### config.mk
export PLATFORM = sky130hd
export DESIGN_NAME = selftest_regs_flat
export DESIGN_NICKNAME = d
export VERILOG_FILES = /design/src/verilog/selftest_pkg.sv /design/src/verilog/mgmt_if.sv /design/src/verilog/selftest_regs.sv /design/src/flat_wrapper.sv
export SDC_FILE = /design/constraint.sdc
export NUM_CORES = 1
export LEC_CHECK = 0
export BUFFER_PORTS_ARGS = -buffer_cell sky130_fd_sc_hd__buf_2
export CAP_MARGIN = 20
export CORE_AREA = 2 2 96 98
export CTS_CLUSTER_SIZE = 20
export DETAILED_ROUTE_END_ITERATION = 10
export DIE_AREA = 0 0 98 100
export PLACE_DENSITY = 0.78
export SLEW_MARGIN = 30
export SYNTH_ARGS = -nofsm -noshare
export SYNTH_HDL_FRONTEND = slang
export SYNTH_SLANG_ARGS = --single-unit
### constraint.sdc
create_clock -name clk -period 2.45 [get_ports clk]
set_clock_uncertainty 0.15 [all_clocks]
set_input_delay 0 -clock clk [delete_from_list [all_inputs] [get_ports clk]]
set_output_delay 0 -clock clk [all_outputs]
set_load 0.01 [all_outputs]
### src/verilog/selftest_pkg.sv
// Purpose: Shared constants for the PHY self-test and loopback register block
// Assumes: 250 MHz core clock, 16-bit management registers
// Notes:   Both ends import this package
package selftest_pkg;

  localparam logic [4:0]  ADDR_RX_ERROR_TALLY    = 5'h15;
  localparam logic [4:0]  ADDR_SELFTEST_CONTROL  = 5'h16;
  localparam logic [4:0]  ADDR_TEST_STATUS_TWO   = 5'h17;
  localparam logic [15:0] TALLY_MAX              = 16'hffff;
  localparam logic [15:0] CONTROL_RESET          = 16'h0000;
  localparam logic [15:0] CONTROL_WRITE_MASK     = 16'hf0ff;
  localparam int          BIT_CONT_MODE          = 15;
  localparam int          BIT_RANDOM_PAYLOAD     = 14;
  localparam int          BIT_SHORT_FRAME        = 13;
  localparam int          BIT_GEN_ENABLE         = 12;
  localparam int          BIT_REV_RX_FORWARD     = 7;
  localparam int          BIT_MII_TX_FORWARD     = 6;
  localparam int          LOOP_POINT_LSB         = 2;
  localparam int          BIT_SYNC               = 11;
  localparam int          BIT_SYNC_LOST          = 10;
  localparam int          BIT_ACTIVE             = 9;
  localparam int          BIT_MASTER_LEGACY      = 8;
  localparam int          BIT_SLAVE_LEGACY       = 7;
  localparam int          BIT_CORE_AWAKE         = 6;
  localparam logic [3:0]  LOOP_REVERSE           = 4'h8;
  localparam logic [3:0]  LOOP_EXTERNAL          = 4'h4;
  localparam logic [3:0]  LOOP_ANALOG            = 4'h2;
  localparam logic [3:0]  LOOP_DIGITAL           = 4'h1;
  localparam logic [10:0] SHORT_FRAME_BYTES      = 11'd64;
  localparam logic [10:0] LONG_FRAME_BYTES       = 11'd1518;
  localparam logic [15:0] PRBS_COUNT_MAX         = 16'hffff;
  localparam logic [15:0] PRBS_SEED              = 16'hace1;
  localparam logic [4:0]  CMD_ADDR_STATUS        = 5'h00;

  typedef enum logic [2:0] {
    GEN_IDLE = 3'b001,
    GEN_SEND = 3'b010,
    GEN_DONE = 3'b100
  } gen_state_t;

  typedef enum logic [3:0] {
    COD_NONE      = 4'b0001,
    COD_PRE_SCRAM = 4'b0010,
    COD_POST_SCR  = 4'b0100,
    COD_POST_MLT3 = 4'b1000
  } coding_loop_t;

endpackage

### src/verilog/mgmt_if.sv
`timescale 1ns/100ps
// Purpose: Management register path between software-side controller and PHY test block
// Assumes: Single clock, read data one cycle after the read strobe
// Notes:   The controller drives address, data and strobes
interface mgmt_if;
  logic [4:0]  addr;
  logic [15:0] wdata;
  logic        wr;
  logic        rd;
  logic [15:0] rdata;

  modport phy  (input addr, input wdata, input wr, input rd, output rdata);
  modport ctrl (output addr, output wdata, output wr, output rd, input rdata);
endinterface

### src/verilog/selftest_regs.sv
`timescale 1ns/100ps
// Purpose: Self-test, loopback and receive-error tally registers of the PHY
// Assumes: Management access one cycle, inputs synchronous to clk
// Notes:   Packet generator is a byte-per-cycle model of the test stream
module selftest_regs
(
  // Clock and reset
  input  wire logic                         clk,
  input  wire logic                         rst_b,
  // Management
  mgmt_if.phy                               mgmt,
  // Datapath status
  input  wire logic                         rx_error,
  input  wire logic                         speed_gig,
  input  wire logic                         checker_sync_in,
  input  wire logic                         master_legacy_in,
  input  wire logic                         slave_legacy_in,
  input  wire logic                         core_awake_in,
  // Loopback steering
  output logic [3:0]                        loop_point,
  output selftest_pkg::coding_loop_t        coding_loop,
  output logic                              gig_coding_loop,
  output logic                              rx_to_mac_en,
  output logic                              tx_to_line_en,
  // Generator and checker
  output logic                              gen_byte_valid,
  output logic [7:0]                        gen_byte,
  output logic                              checker_enable,
  output logic                              prbs_wrap_pulse
);
  import selftest_pkg::*;

  // ************************************************************
  // Registers
  // ************************************************************
  logic [15:0] tally_q;
  logic [15:0] control_q;
  logic        rx_error_q;
  logic        sync_q;
  logic        sync_lost_q;
  logic [15:0] rdata_q;
  logic [15:0] lfsr_q;
  logic [15:0] prbs_count_q;
  logic [10:0] byte_count_q;
  logic        wrap_q;
  gen_state_t  gen_q;

  wire logic cont_mode   = control_q[BIT_CONT_MODE];
  wire logic random_sel  = control_q[BIT_RANDOM_PAYLOAD];
  wire logic gen_en      = control_q[BIT_GEN_ENABLE];
  wire logic [10:0] frame_bytes = control_q[BIT_SHORT_FRAME] ? SHORT_FRAME_BYTES
                                                             : LONG_FRAME_BYTES;
  wire logic status_read = mgmt.rd && (mgmt.addr == ADDR_TEST_STATUS_TWO);

  // ************************************************************
  // Receive error tally
  // ************************************************************
  always_ff @(posedge clk or negedge rst_b)
    if (!rst_b)
    begin
      tally_q    <= 16'h0000;
      rx_error_q <= 1'b0;
    end
    else
    begin
      rx_error_q <= rx_error;
      if (mgmt.wr && mgmt.addr == ADDR_RX_ERROR_TALLY)
        tally_q <= 16'h0000;
      else if (rx_error && !rx_error_q && tally_q != TALLY_MAX)
        tally_q <= tally_q + 16'h0001;
    end

  // ************************************************************
  // Control register
  // ************************************************************
  always_ff @(posedge clk or negedge rst_b)
    if (!rst_b)
      control_q <= CONTROL_RESET;
    else if (mgmt.wr && mgmt.addr == ADDR_SELFTEST_CONTROL)
      control_q <= mgmt.wdata & CONTROL_WRITE_MASK;
    else if (gen_q == GEN_DONE && !random_sel)
      control_q[BIT_GEN_ENABLE] <= 1'b0;

  // ************************************************************
  // Loopback steering
  // ************************************************************
  // Forward bits only take effect in their own loop mode; software must not set them elsewhere
  assign loop_point    = control_q[LOOP_POINT_LSB +: 4];
  assign rx_to_mac_en  = (loop_point != LOOP_REVERSE) || control_q[BIT_REV_RX_FORWARD];
  assign tx_to_line_en = (loop_point != LOOP_DIGITAL) || control_q[BIT_MII_TX_FORWARD];
  assign gig_coding_loop = speed_gig && control_q[0];

  always_comb
  begin
    coding_loop = COD_NONE;
    if (!speed_gig)
      case (control_q[1:0])
        2'b11:   coding_loop = COD_POST_MLT3;
        2'b10:   coding_loop = COD_POST_SCR;
        2'b01:   coding_loop = COD_PRE_SCRAM;
        default: coding_loop = COD_NONE;
      endcase
  end

  // ************************************************************
  // Packet and PRBS generator
  // ************************************************************
  always_ff @(posedge clk or negedge rst_b)
    if (!rst_b)
    begin
      gen_q        <= GEN_IDLE;
      byte_count_q <= 11'd0;
    end
    else
      case (gen_q)
        GEN_IDLE:
          if (gen_en)
          begin
            gen_q        <= GEN_SEND;
            byte_count_q <= 11'd0;
          end
        GEN_SEND:
          if (!gen_en)
            gen_q <= GEN_IDLE;
          else if (byte_count_q == frame_bytes - 11'd1)
          begin
            byte_count_q <= 11'd0;
            gen_q        <= random_sel ? GEN_SEND : GEN_DONE;
          end
          else
            byte_count_q <= byte_count_q + 11'd1;
        GEN_DONE:
          gen_q <= GEN_IDLE;
        default:
          gen_q <= GEN_IDLE;
      endcase

  always_ff @(posedge clk or negedge rst_b)
    if (!rst_b)
      lfsr_q <= PRBS_SEED;
    else if (gen_q == GEN_SEND && random_sel)
      lfsr_q <= {lfsr_q[14:0], lfsr_q[15] ^ lfsr_q[13] ^ lfsr_q[12] ^ lfsr_q[10]};

  always_ff @(posedge clk or negedge rst_b)
    if (!rst_b)
    begin
      gen_byte_valid <= 1'b0;
      gen_byte       <= 8'h00;
    end
    else
    begin
      gen_byte_valid <= (gen_q == GEN_SEND) && gen_en;
      gen_byte       <= random_sel ? lfsr_q[7:0] : 8'h55;
    end

  // Checker runs only with random payload; constant payload disables it
  assign checker_enable = random_sel;

  // ************************************************************
  // PRBS counter and wrap pulse
  // ************************************************************
  always_ff @(posedge clk or negedge rst_b)
    if (!rst_b)
    begin
      prbs_count_q <= 16'h0000;
      wrap_q       <= 1'b0;
    end
    else
    begin
      wrap_q <= 1'b0;
      if (random_sel && (gen_q == GEN_SEND || checker_sync_in))
      begin
        if (prbs_count_q == PRBS_COUNT_MAX && cont_mode)
        begin
          prbs_count_q <= 16'h0000;
          wrap_q       <= 1'b1;
        end
        else if (prbs_count_q != PRBS_COUNT_MAX)
          prbs_count_q <= prbs_count_q + 16'h0001;
      end
    end
  assign prbs_wrap_pulse = wrap_q;

  // ************************************************************
  // Checker lock status
  // ************************************************************
  always_ff @(posedge clk or negedge rst_b)
    if (!rst_b)
    begin
      sync_q      <= 1'b0;
      sync_lost_q <= 1'b0;
    end
    else
    begin
      sync_q <= checker_sync_in && checker_enable;
      // A loss in the same cycle as the clearing read is kept
      if (sync_q && !(checker_sync_in && checker_enable))
        sync_lost_q <= 1'b1;
      else if (status_read)
        sync_lost_q <= 1'b0;
    end

  // ************************************************************
  // Read path
  // ************************************************************
  always_ff @(posedge clk or negedge rst_b)
    if (!rst_b)
      rdata_q <= 16'h0000;
    else if (mgmt.rd)
      case (mgmt.addr)
        ADDR_RX_ERROR_TALLY:   rdata_q <= tally_q;
        ADDR_SELFTEST_CONTROL: rdata_q <= control_q;
        ADDR_TEST_STATUS_TWO:
        begin
          rdata_q                    <= 16'h0000;
          rdata_q[BIT_SYNC]          <= sync_q;
          rdata_q[BIT_SYNC_LOST]     <= sync_lost_q;
          rdata_q[BIT_ACTIVE]        <= (gen_q != GEN_IDLE);
          rdata_q[BIT_MASTER_LEGACY] <= master_legacy_in;
          rdata_q[BIT_SLAVE_LEGACY]  <= slave_legacy_in;
          rdata_q[BIT_CORE_AWAKE]    <= core_awake_in;
        end
        default:               rdata_q <= 16'h0000;
      endcase
  assign mgmt.rdata = rdata_q;

endmodule // selftest_regs

### src/flat_wrapper.sv
// flat-port wrapper written by rule: the top's interface ports become plain ports
module selftest_regs_flat import selftest_pkg::*;
  (clk, rst_b, rx_error, speed_gig, checker_sync_in, master_legacy_in, slave_legacy_in, core_awake_in, loop_point, coding_loop, gig_coding_loop, rx_to_mac_en, tx_to_line_en, gen_byte_valid, gen_byte, checker_enable, prbs_wrap_pulse, mgmt_addr, mgmt_wdata, mgmt_wr, mgmt_rd, mgmt_rdata);
  mgmt_if mgmt_i ();
  input  wire logic clk;
  input  wire logic rst_b;
  input  wire logic rx_error;
  input  wire logic speed_gig;
  input  wire logic checker_sync_in;
  input  wire logic master_legacy_in;
  input  wire logic slave_legacy_in;
  input  wire logic core_awake_in;
  output logic [3:0] loop_point;
  output selftest_pkg::coding_loop_t coding_loop;
  output logic gig_coding_loop;
  output logic rx_to_mac_en;
  output logic tx_to_line_en;
  output logic gen_byte_valid;
  output logic [7:0] gen_byte;
  output logic checker_enable;
  output logic prbs_wrap_pulse;
  input wire logic [$bits(mgmt_i.addr)-1:0] mgmt_addr;
  input wire logic [$bits(mgmt_i.wdata)-1:0] mgmt_wdata;
  input wire logic [$bits(mgmt_i.wr)-1:0] mgmt_wr;
  input wire logic [$bits(mgmt_i.rd)-1:0] mgmt_rd;
  output wire logic [$bits(mgmt_i.rdata)-1:0] mgmt_rdata;
  assign mgmt_i.addr = mgmt_addr;
  assign mgmt_i.wdata = mgmt_wdata;
  assign mgmt_i.wr = mgmt_wr;
  assign mgmt_i.rd = mgmt_rd;
  assign mgmt_rdata = mgmt_i.rdata;
  selftest_regs u_core (.clk(clk), .rst_b(rst_b), .mgmt(mgmt_i), .rx_error(rx_error), .speed_gig(speed_gig), .checker_sync_in(checker_sync_in), .master_legacy_in(master_legacy_in), .slave_legacy_in(slave_legacy_in), .core_awake_in(core_awake_in), .loop_point(loop_point), .coding_loop(coding_loop), .gig_coding_loop(gig_coding_loop), .rx_to_mac_en(rx_to_mac_en), .tx_to_line_en(tx_to_line_en), .gen_byte_valid(gen_byte_valid), .gen_byte(gen_byte), .checker_enable(checker_enable), .prbs_wrap_pulse(prbs_wrap_pulse));
endmodule
==> results.cfg, run 1 <==
[status]
status = completed

[job]
cap_violations = 0

[timing]
fin_setup_tns_ns = 0
setup_viol = 0
fmax_mhz = 450.0
slew_headroom = 0.5855
fin_crit_ns = 2.222
grt_setup_unrepaired = no
hold_viol = 0
worstMarginPinSlew_ns = 0.6217
slew_viol_final = 0
fin_crit_sh = 0.9071

[worst_setup_path]
crit_type = reg -> reg
start_kind = register
crit_top_cell = dlygate4sd3_1
cp_num_buf_inv = 2
cp_top_family = buffers and inverters
cp_slowest_cell = dlygate4sd3_1
path_max_fanout = 3
cp.required_ns = 2.54
arrival_ns = 2.31
crit_path_end_kind = register
worst_path_largest_cell_delay_ns = 0.57
path_cells = mux2i_1 -> dlygate4sd3_1 -> nor2_1 -> dlygate4sd3_1 -> a21oi_1 -> o22ai_1

[floorplanning]
start_util = 0.5496
rows = 35
core-area_um2 = 8890
die_h_um = 100
die_area_um2 = 9800
ios = 69
die_w_um = 98

[pwr]
peakVddDrop_mv = 0.3453
p_leak_nw = 2.566
power.density_nw_per_um2 = 681.2

[logic_synthesis]
synth_top_cell_by_area = dfrtp_1
synth_most_common_cell = dfrtp_1
synth_edf_count = 0
ys_top_cells_by_count = 94 x dfrtp_1, 32 x nor2_1, 30 x nand2_1, 27 x mux2_2, 26 x inv_1
syn-cell-area_um2 = 4886
async_reset_ff_frac = 1.000
yosys-top-cells-area = dfrtp_1 48%, mux2_2 6.2%, dfstp_2 4.8%
ys_ff_latch = 103
syn_nets = 481
yosysWarnings = 0
postSynthAreaPerCell_um2 = 10.93
synth_cells = 447
synth.top_cell.area_share = 0.4814
ys_seq_area_frac = 0.5298
synth_cell_types = 61
synth_flop_cell = dfrtp_1

[clocking]
post_cts_buffers = 0
cts_tree = done
path_clk_slew_ns = 0.12
cts_made_buffers = 9
root_buffer = clkbuf_8
clk_path_buf_depth = 2
cts_resized = 0
cts.sinks = 103
htreeDepth = 3
clk_latency_ns = 0.38

[layout]
n_antenna_cell = 0
drive_above_1_share = 0.2542
final_area_um2 = 5719
fin_cells = 646
syn2layout_area_growth_pct = 17.06
finalNetCount = 564

[hold_path]
hp-class = in -> async

[drt]
num_vias = 3739
wl_met3_um = 490
drtPass1Iterations = 5
wl_met2_mm = 4.914
wire_per_inst_um = 15.83
wl_mm = 10.23
highest_layer = met4
first_iter_violations = 190
wl_met1_mm = 4.583
via_per_inst = 5.788
ant_nets = 0
drcViolationCount = 0

[grt]
grt_pass1_wl_mm = 17.00
grt_usage = 0.2160
first_global_vias = 3594
antenna_found_initial = 0
grt-ovfl-total = 0
grt_max_degree = 56

[placement]
place_inst = 607
dp_hpwl_mm = 6.843
gp_congestion = 0.8741
place_area_um2 = 5294
io_buffers = 64
-- worst paths after layout --
check,cells past startpoint,slack [ns],start,end
min reg2reg,1,0.35,u_core.lfsr_q[4],u_core.gen_byte[4]
max in group asynchronous,3,1.42,rst_b,u_core.control_q[1]
min,2,0.01,rst_b,u_core.lfsr_q[9]
min in group clk,4,0.07,mgmt_wr,u_core.control_q[12]
max reg2reg,6,0.23,u_core.control_q[6],u_core.mgmt.rdata[6]
max,6,0.23,u_core.control_q[6],u_core.mgmt.rdata[6]
-- metrics by stage --
| step | hold WS [ns] | utilization | total power [W] | worst slack [ns] |
|---|---|---|---|---|
| 6_report | 0.01072 | 0.6434 | 0.003896 | 0.2277 |
| 5_1_grt | 0.07285 | 0.6434 | 0.004098 | 0.1093 |
| 4_1_cts | 0.02271 | 0.6434 | 0.003910 | 0.2897 |
| 3_5_place_dp | -0.09415 | 0.5955 | 0.002839 | 0.3608 |
| 3_3_place_gp | -0.09607 | 0.5955 | 0.002801 | 0.3901 |
| 2_1_floorplan | -0.4456 | - | 0.002601 | 0.6026 |
-- logic make-up after synthesis --
| logic type | count (synthesis) | synth area share |
|---|---|---|
| AND/OR/NAND/NOR | 160 | 0.1915 |
| flip-flops | 103 | 0.5298 |
| AO/OA/AOI/OAI | 76 | 0.1096 |
| buffers and inverters | 48 | 0.04430 |
| multiplexers | 31 | 0.07042 |
| XOR/XNOR | 26 | 0.04661 |
| adder cells (fa/ha/maj) | 3 | 0.007683 |
-- layout by cell type, fill, tap and decap left out, drive strengths merged, types with 10 or more instances in the layout --
master	instances
a21oi	11
o22ai	18
inv	30
and3	11
mux2	27
xnor2	19
buf	71
nand4	18
and2	10
nand3	15
dfrtp	94
a22oi	14
nor2	33
dlygate4sd3	23
nand2	30
-- power breakdown --
part / internal, W / switching (W)
Combinational: 0.000322 / 0.000373
Clock: 0.000400 / 0.000650
Sequential: 0.00191 / 0.000238
Total: 0.00264 / 0.00126
-- layer usage --
metal | up-vias | GRT usage
li1 | 1776 | -
met1 | 1847 | 0.2906
met2 | 95 | 0.3440
met3 | 21 | 0.03273
met4 | 0 | 0.1111
met5 | - | 0
-- layout make-up --
cell class                      instances  area (µm²)
Clock buffer                            9       123.9
Tap cell                              111       138.9
Inverter                               26       97.59
Fill cell                             692        3171
Sequential cell                       103        2589
Multi-Input combinational cell        296        2081
Clock inverter                          7       71.32
Timing Repair Buffer                   94       618.1
-- flip-flops by register name (all words and copies together) (netlist names), 3 cells and up --
register             cells
u_core.mgmt.rdata       16
u_core.lfsr_q           16
u_core.prbs_count_q     16
u_core.control_q        12
u_core.tally_q          16
u_core.gen_byte          8
u_core.gen_q             3
u_core.byte_count_q     11
-- timing repair --
action                                 CTS  global route
endpoints found under the hold margin  138             0
setup endpoints to repair                0             0
hold buffers                            23             0
Power figures use the tool's default switching activity.
==> run 2, diff against run 1 <==
--- a/config.mk
+++ b/config.mk
@@ -5,13 +5,13 @@
 export SDC_FILE = /design/constraint.sdc
 export NUM_CORES = 1
 export LEC_CHECK = 0
-export BUFFER_PORTS_ARGS = -buffer_cell sky130_fd_sc_hd__buf_2
 export CAP_MARGIN = 20
-export CORE_AREA = 2 2 96 98
+export CORE_AREA = 2 2 92 94
 export CTS_CLUSTER_SIZE = 20
 export DETAILED_ROUTE_END_ITERATION = 10
-export DIE_AREA = 0 0 98 100
-export PLACE_DENSITY = 0.78
+export DIE_AREA = 0 0 94 96
+export DONT_BUFFER_PORTS = 1
+export PLACE_DENSITY = 0.77
 export SLEW_MARGIN = 30
 export SYNTH_ARGS = -nofsm -noshare
 export SYNTH_HDL_FRONTEND = slang
==> results.cfg, run 2 (synthesis gave the netlist of run 1 again) <==
[timing]
hold-worst-slack_ns = -0.8439
setup_viol = 0
slew_headroom = 0.5387
hold_viol = 103
slew_viol_final = 0
fin_setup_tns_ns = 0
fmax_mhz = 429.6
worstMarginPinSlew_ns = 0.6896
grt_setup_unrepaired = no
fin_crit_sh = 0.9500
fin_crit_ns = 2.328

[drt]
via_per_inst = 5.978
num_vias = 3527
wire_per_inst_um = 17.19
ant_nets = 0
wl_mm = 10.14
drtPass1Iterations = 5
drcViolationCount = 0
first_iter_violations = 197

[grt]
grt_pass1_wl_mm = 16.85
antenna_found_initial = 0
grt-ovfl-total = 0
grt_usage = 0.2424
first_global_vias = 3412
grt_max_degree = 104

[worst_setup_path]
cp_slowest_cell = dlygate4sd3_1
cp_top_family = buffers and inverters
crit_path_end_kind = register
setup.worst_path.start = mgmt_addr[1]
crit_type = in -> reg
path_max_fanout = 17
cp_num_buf_inv = 4
r2r_start = u_core.prbs_count_q[0]
cp.required_ns = 2.62
arrival_ns = 2.50
crit_top_cell = dlygate4sd3_1
start_kind = input pin
path_cells = dlygate4sd3_1 -> nor4b_4 -> dlygate4sd3_1 -> buf_4 -> a22oi_1 -> o22ai_1 -> dlygate4sd3_1
worst_path_largest_cell_delay_ns = 0.61

[placement]
gp_congestion = 0.8606
place_area_um2 = 4943
dp_hpwl_mm = 6.404
io_buffers = 0

[clocking]
cts_made_buffers = 9
cts_tree = done
cts_resized = 0
cts.sinks = 103
clk_latency_ns = 0.38
htreeDepth = 3
ctsHoldBuffers = 38
path_clk_slew_ns = 0.10
root_buffer = clkbuf_8
clk_path_buf_depth = 2
post_cts_buffers = 0

[floorplanning]
core-area_um2 = 8051
die_h_um = 96
die_w_um = 94
ios = 69
rows = 33
start_util = 0.6068
die_area_um2 = 9024

[status]
status = finished with violations
violations = negative hold slack

[layout]
n_antenna_cell = 0
syn2layout_area_growth_pct = 13.44
final_cell_mix = 94 x dfrtp_1, 38 x dlygate4sd3_1, 32 x nor2_1, 30 x nand2_1, 27 x mux2_2
fin_util = 0.6884
multiInputGateArea_um2 = 2081
finalNetCount = 514
nFillCells = 611
final_area_um2 = 5543
drive_above_1_share = 0.1443
regArea_um2 = 2589
mostFrequentLayoutCell = dfrtp_1

[hold_path]
hp-class = in -> async

[pwr]
peakVddDrop_mv = 0.3581
p_sw_w = 0.001178
p_leak_nw = 2.343
power.density_nw_per_um2 = 719.6
internal_power_w = 0.002811
p_seq_frac = 0.546
comb_power_share = 0.158
p_clk_frac = 0.296
p_sw_frac = 0.2954

[job]
cap_violations = 0
## run 2: per-layer routing
layer  GRT usage  wire [µm]  vias up
met4      0.1147        213        0
met3     0.03446        438       14
met2      0.3869       4993       91
li1            -          -     1665
met1      0.3302       4495     1757
met5           0          0        -
## run 2: per-stage QoR
step                      setup WS (ns)  power, W  hold slack (ns)  cells
after detailed placement         0.3464  0.002734          -0.4424    536
after global routing            0.01312  0.004202          -0.8613    590
after global placement           0.3865  0.002695          -0.4433    536
after CTS                        0.1690  0.003986          -0.8517    590
after floorplan                  0.6026  0.002601          -0.4456    447
final                            0.1224  0.003989          -0.8439    590
## run 2: power by group through the flow
stage | logic, W | clock network, W | registers, W
final | 0.000631 | 0.00118 | 0.00218
after global routing | 0.000708 | 0.00129 | 0.00221
after CTS | 0.000621 | 0.00120 | 0.00217
after detailed placement | 0.000534 | 0 | 0.00220
after global placement | 0.000506 | 0 | 0.00219
after floorplan | 0.000478 | 0 | 0.00212
## run 2: path summary, 6_finish.rpt
kind                                                end  slack (ns)  cells after the start
worst max-delay path               u_core.mgmt.rdata[0]        0.12                      7
worst min-delay path                  u_core.rx_error_q       -0.84                      0
worst max register to register  u_core.prbs_count_q[13]        0.35                      6
worst min register to register  u_core.prbs_count_q[14]        0.36                      1
max in group asynchronous               u_core.gen_q[0]        2.77                      0
min in group clk                        gig_coding_loop        0.01                      1
## run 2: cell type report
type,count,share of cell area
tap,105,0.02370
multi-input combinational,296,0.3754
inverter,26,0.01761
sequential,103,0.4670
clock inverter,6,0.01648
timing repair buffer,44,0.07675
clock buffer,10,0.02302
==> run 3, diff against run 2 <==
--- a/config.mk
+++ b/config.mk
@@ -5,13 +5,14 @@
 export SDC_FILE = /design/constraint.sdc
 export NUM_CORES = 1
 export LEC_CHECK = 0
+export ABC_AREA = 1
+export BUFFER_PORTS_ARGS = -buffer_cell sky130_fd_sc_hd__buf_2
 export CAP_MARGIN = 20
-export CORE_AREA = 2 2 92 94
+export CORE_AREA = 2 2 99 101
 export CTS_CLUSTER_SIZE = 20
 export DETAILED_ROUTE_END_ITERATION = 10
-export DIE_AREA = 0 0 94 96
-export DONT_BUFFER_PORTS = 1
-export PLACE_DENSITY = 0.77
+export DIE_AREA = 0 0 101 103
+export PLACE_DENSITY = 0.78
 export SLEW_MARGIN = 30
 export SYNTH_ARGS = -nofsm -noshare
 export SYNTH_HDL_FRONTEND = slang
==> results.cfg, run 3 <==
[layout]
finalNetCount = 808
nFillCells = 838
final_cell_mix = 252 x nand2_1, 94 x dfrtp_1, 63 x buf_2, 61 x nor2_1, 60 x inv_1
fin_util = 0.6492
syn2layout_area_growth_pct = 17.14
drive_above_1_share = 0.1399
mostFrequentLayoutCell = nand2_1
n_antenna_cell = 0

[timing]
slew_viol_final = 0
hold-worst-slack_ns = 0.02711
grt_setup_unrepaired = no
slew_headroom = 0.5215
fin_setup_tns_ns = 0
fmax_mhz = 450.1
fin_crit_sh = 0.9069
fin_crit_ns = 2.222
layout_setup_ws_ns = 0.2282
setup_viol = 0
hold_viol = 0
worstMarginPinSlew_ns = 0.7177

[drt]
ant_nets = 0
wl_met2_mm = 5.644
first_iter_violations = 309
wl_met3_um = 565
via_per_inst = 5.213
wl_mm = 12.07
drcViolationCount = 0
drtPass1Iterations = 5
num_vias = 4655
wire_per_inst_um = 13.51
highest_layer = met4
wl_met1_mm = 5.677

[worst_setup_path]
rr_worst_depth = 8
crit_end = u_core.tally_q[0]
start_kind = register
cp.required_ns = 2.62
path_cells = ha_1 -> inv_2 -> nor2_4 -> nand2_1 -> o21a_1 -> nor2_8 -> nand2_1 -> nand2_1
cp_slowest_cell = dfrtp_1
arrival_ns = 2.39
r2r_start = u_core.tally_q[0]
worst_path_largest_cell_delay_ns = 0.45
crit_type = reg -> reg
crit_top_cell = nand2_1
path_max_fanout = 17
setup.worst_path.start = u_core.tally_q[0]
rr_endpoint = u_core.tally_q[0]
reg2reg_slack_ns = 0.23
crit_path_end_kind = register

[hold_path]
hp-class = in -> reg

[placement]
pre_cts_ws_ns = 0.2686
io_buffers = 64
gp_congestion = 0.9689
dp_hpwl_mm = 8.708

[pwr]
p_leak_nw = 3.085
power.density_nw_per_um2 = 596.8
peakVddDrop_mv = 0.3072
power_w = 0.003665

[logic_synthesis]
ys_seq_area_frac = 0.4938
yosys.area_share.simple = 0.3239
muxShareOfSynthArea = 0
synth_top_cell_by_area = dfrtp_1
yosysWarnings = 0
ys_top_cells_by_count = 252 x nand2_1, 94 x dfrtp_1, 61 x nor2_1, 60 x inv_1, 56 x nand3_1
synth_cell_types = 31
synth_flop_cell = dfrtp_1
syn_nets = 721
synth_most_common_cell = nand2_1
syn-cell-area_um2 = 5243
synth.top_cell.area_share = 0.4487
synth_edf_count = 0
synth_compound_gate_area_share = 0.06444
async_reset_ff_frac = 1.000
synth_top_family_by_area = simple AND/OR/NAND/NOR gates
postSynthAreaPerCell_um2 = 7.631
synth_cells = 687
synth-xor-area-share = 0.04010
ys_ff_latch = 103
synthAdderAreaFrac = 0.007160
yosys-top-cells-area = dfrtp_1 45%, nand2_1 18%, nand3_1 5.3%

[job]
cap_violations = 0

[clocking]
cts.sinks = 103
cts_made_buffers = 9
root_buffer = clkbuf_8
cts_tree = done
htreeDepth = 3
clk_latency_ns = 0.38
clk_path_buf_depth = 2
path_clk_slew_ns = 0.12

[floorplanning]
core-area_um2 = 9459
rows = 36
ios = 69
die_h_um = 103
die_area_um2 = 10400
die_w_um = 101
start_util = 0.5542

[grt]
grt_pass1_wl_mm = 20.36
antenna_found_initial = 0
grt_max_degree = 74
grt-ovfl-total = 0
grt_usage = 0.2480
first_global_vias = 4311

[status]
status = completed
[run 3: report_power, final]
group / internal [W] / switching, W / total [W]
Clock: 0.000412 / 0.000675 / 0.00109
Combinational: 0.000220 / 0.000356 / 0.000576
Sequential: 0.00184 / 0.000165 / 0.00200
Total: 0.00247 / 0.00120 / 0.00367
[run 3: per-layer routing]
layer  track usage  up-vias
li1              -     2348
met1        0.3591     2152
met2        0.3964      138
met3       0.02847       17
met4       0.07588        0
met5             0        -
[run 3: what timing repair did]
item	CTS	global route
hold buffers	29	0
setup buffers	0	0
resized for setup	0	0
endpoints found under the setup margin	0	0
endpoints found under the hold margin	120	0
[run 3: how the worst min path moves through the flow]
stage | start | depth (start not counted) | end
floorplan | rst_b | 0 | u_core.byte_count_q[0]
global placement | rst_b | 1 | u_core.byte_count_q[0]
detailed placement | rst_b | 1 | u_core.byte_count_q[1]
CTS | mgmt_addr[1] | 6 | u_core.mgmt.rdata[7]
global route | mgmt_addr[1] | 6 | u_core.mgmt.rdata[7]
finish | mgmt_addr[1] | 6 | u_core.mgmt.rdata[7]
[run 3: metrics by stage]
| step | instances | instance area (µm²) |
|---|---|---|
| detailed placement | 848 | 5628 |
| global placement | 848 | 5628 |
| global route | 893 | 6141 |
| finish | 893 | 6141 |
| CTS | 893 | 6133 |
| floorplan | 687 | 5243 |
[run 3: critical path: cells and delay by family (launching register included)]
family | cells | cell delay (ns)
simple gates | 5 | 0.73
flops | 1 | 0.45
compound gates | 1 | 0.45
fa+ha+maj | 1 | 0.30
buf+inv | 1 | 0.08
[run 3: final cells by class]
class                   instances  area [µm²]  share of cell area
repair buffers                 98       673.1              0.1096
flip-flops and latches        103        2589              0.4216
clock buffers                   9       123.9             0.02017
well taps                     114       142.6             0.02323
inverters                      64       240.2             0.03912
multi-input cells             498        2291              0.3731
clock inverters                 7       81.33             0.01324
[run 3: logic make-up after synthesis]
family / Yosys count
XOR/XNOR: 24
buffers and inverters: 86
AND/OR/NAND/NOR: 406
AO/OA/AOI/OAI: 65
adder cells (fa/ha/maj): 3
flip-flops: 103
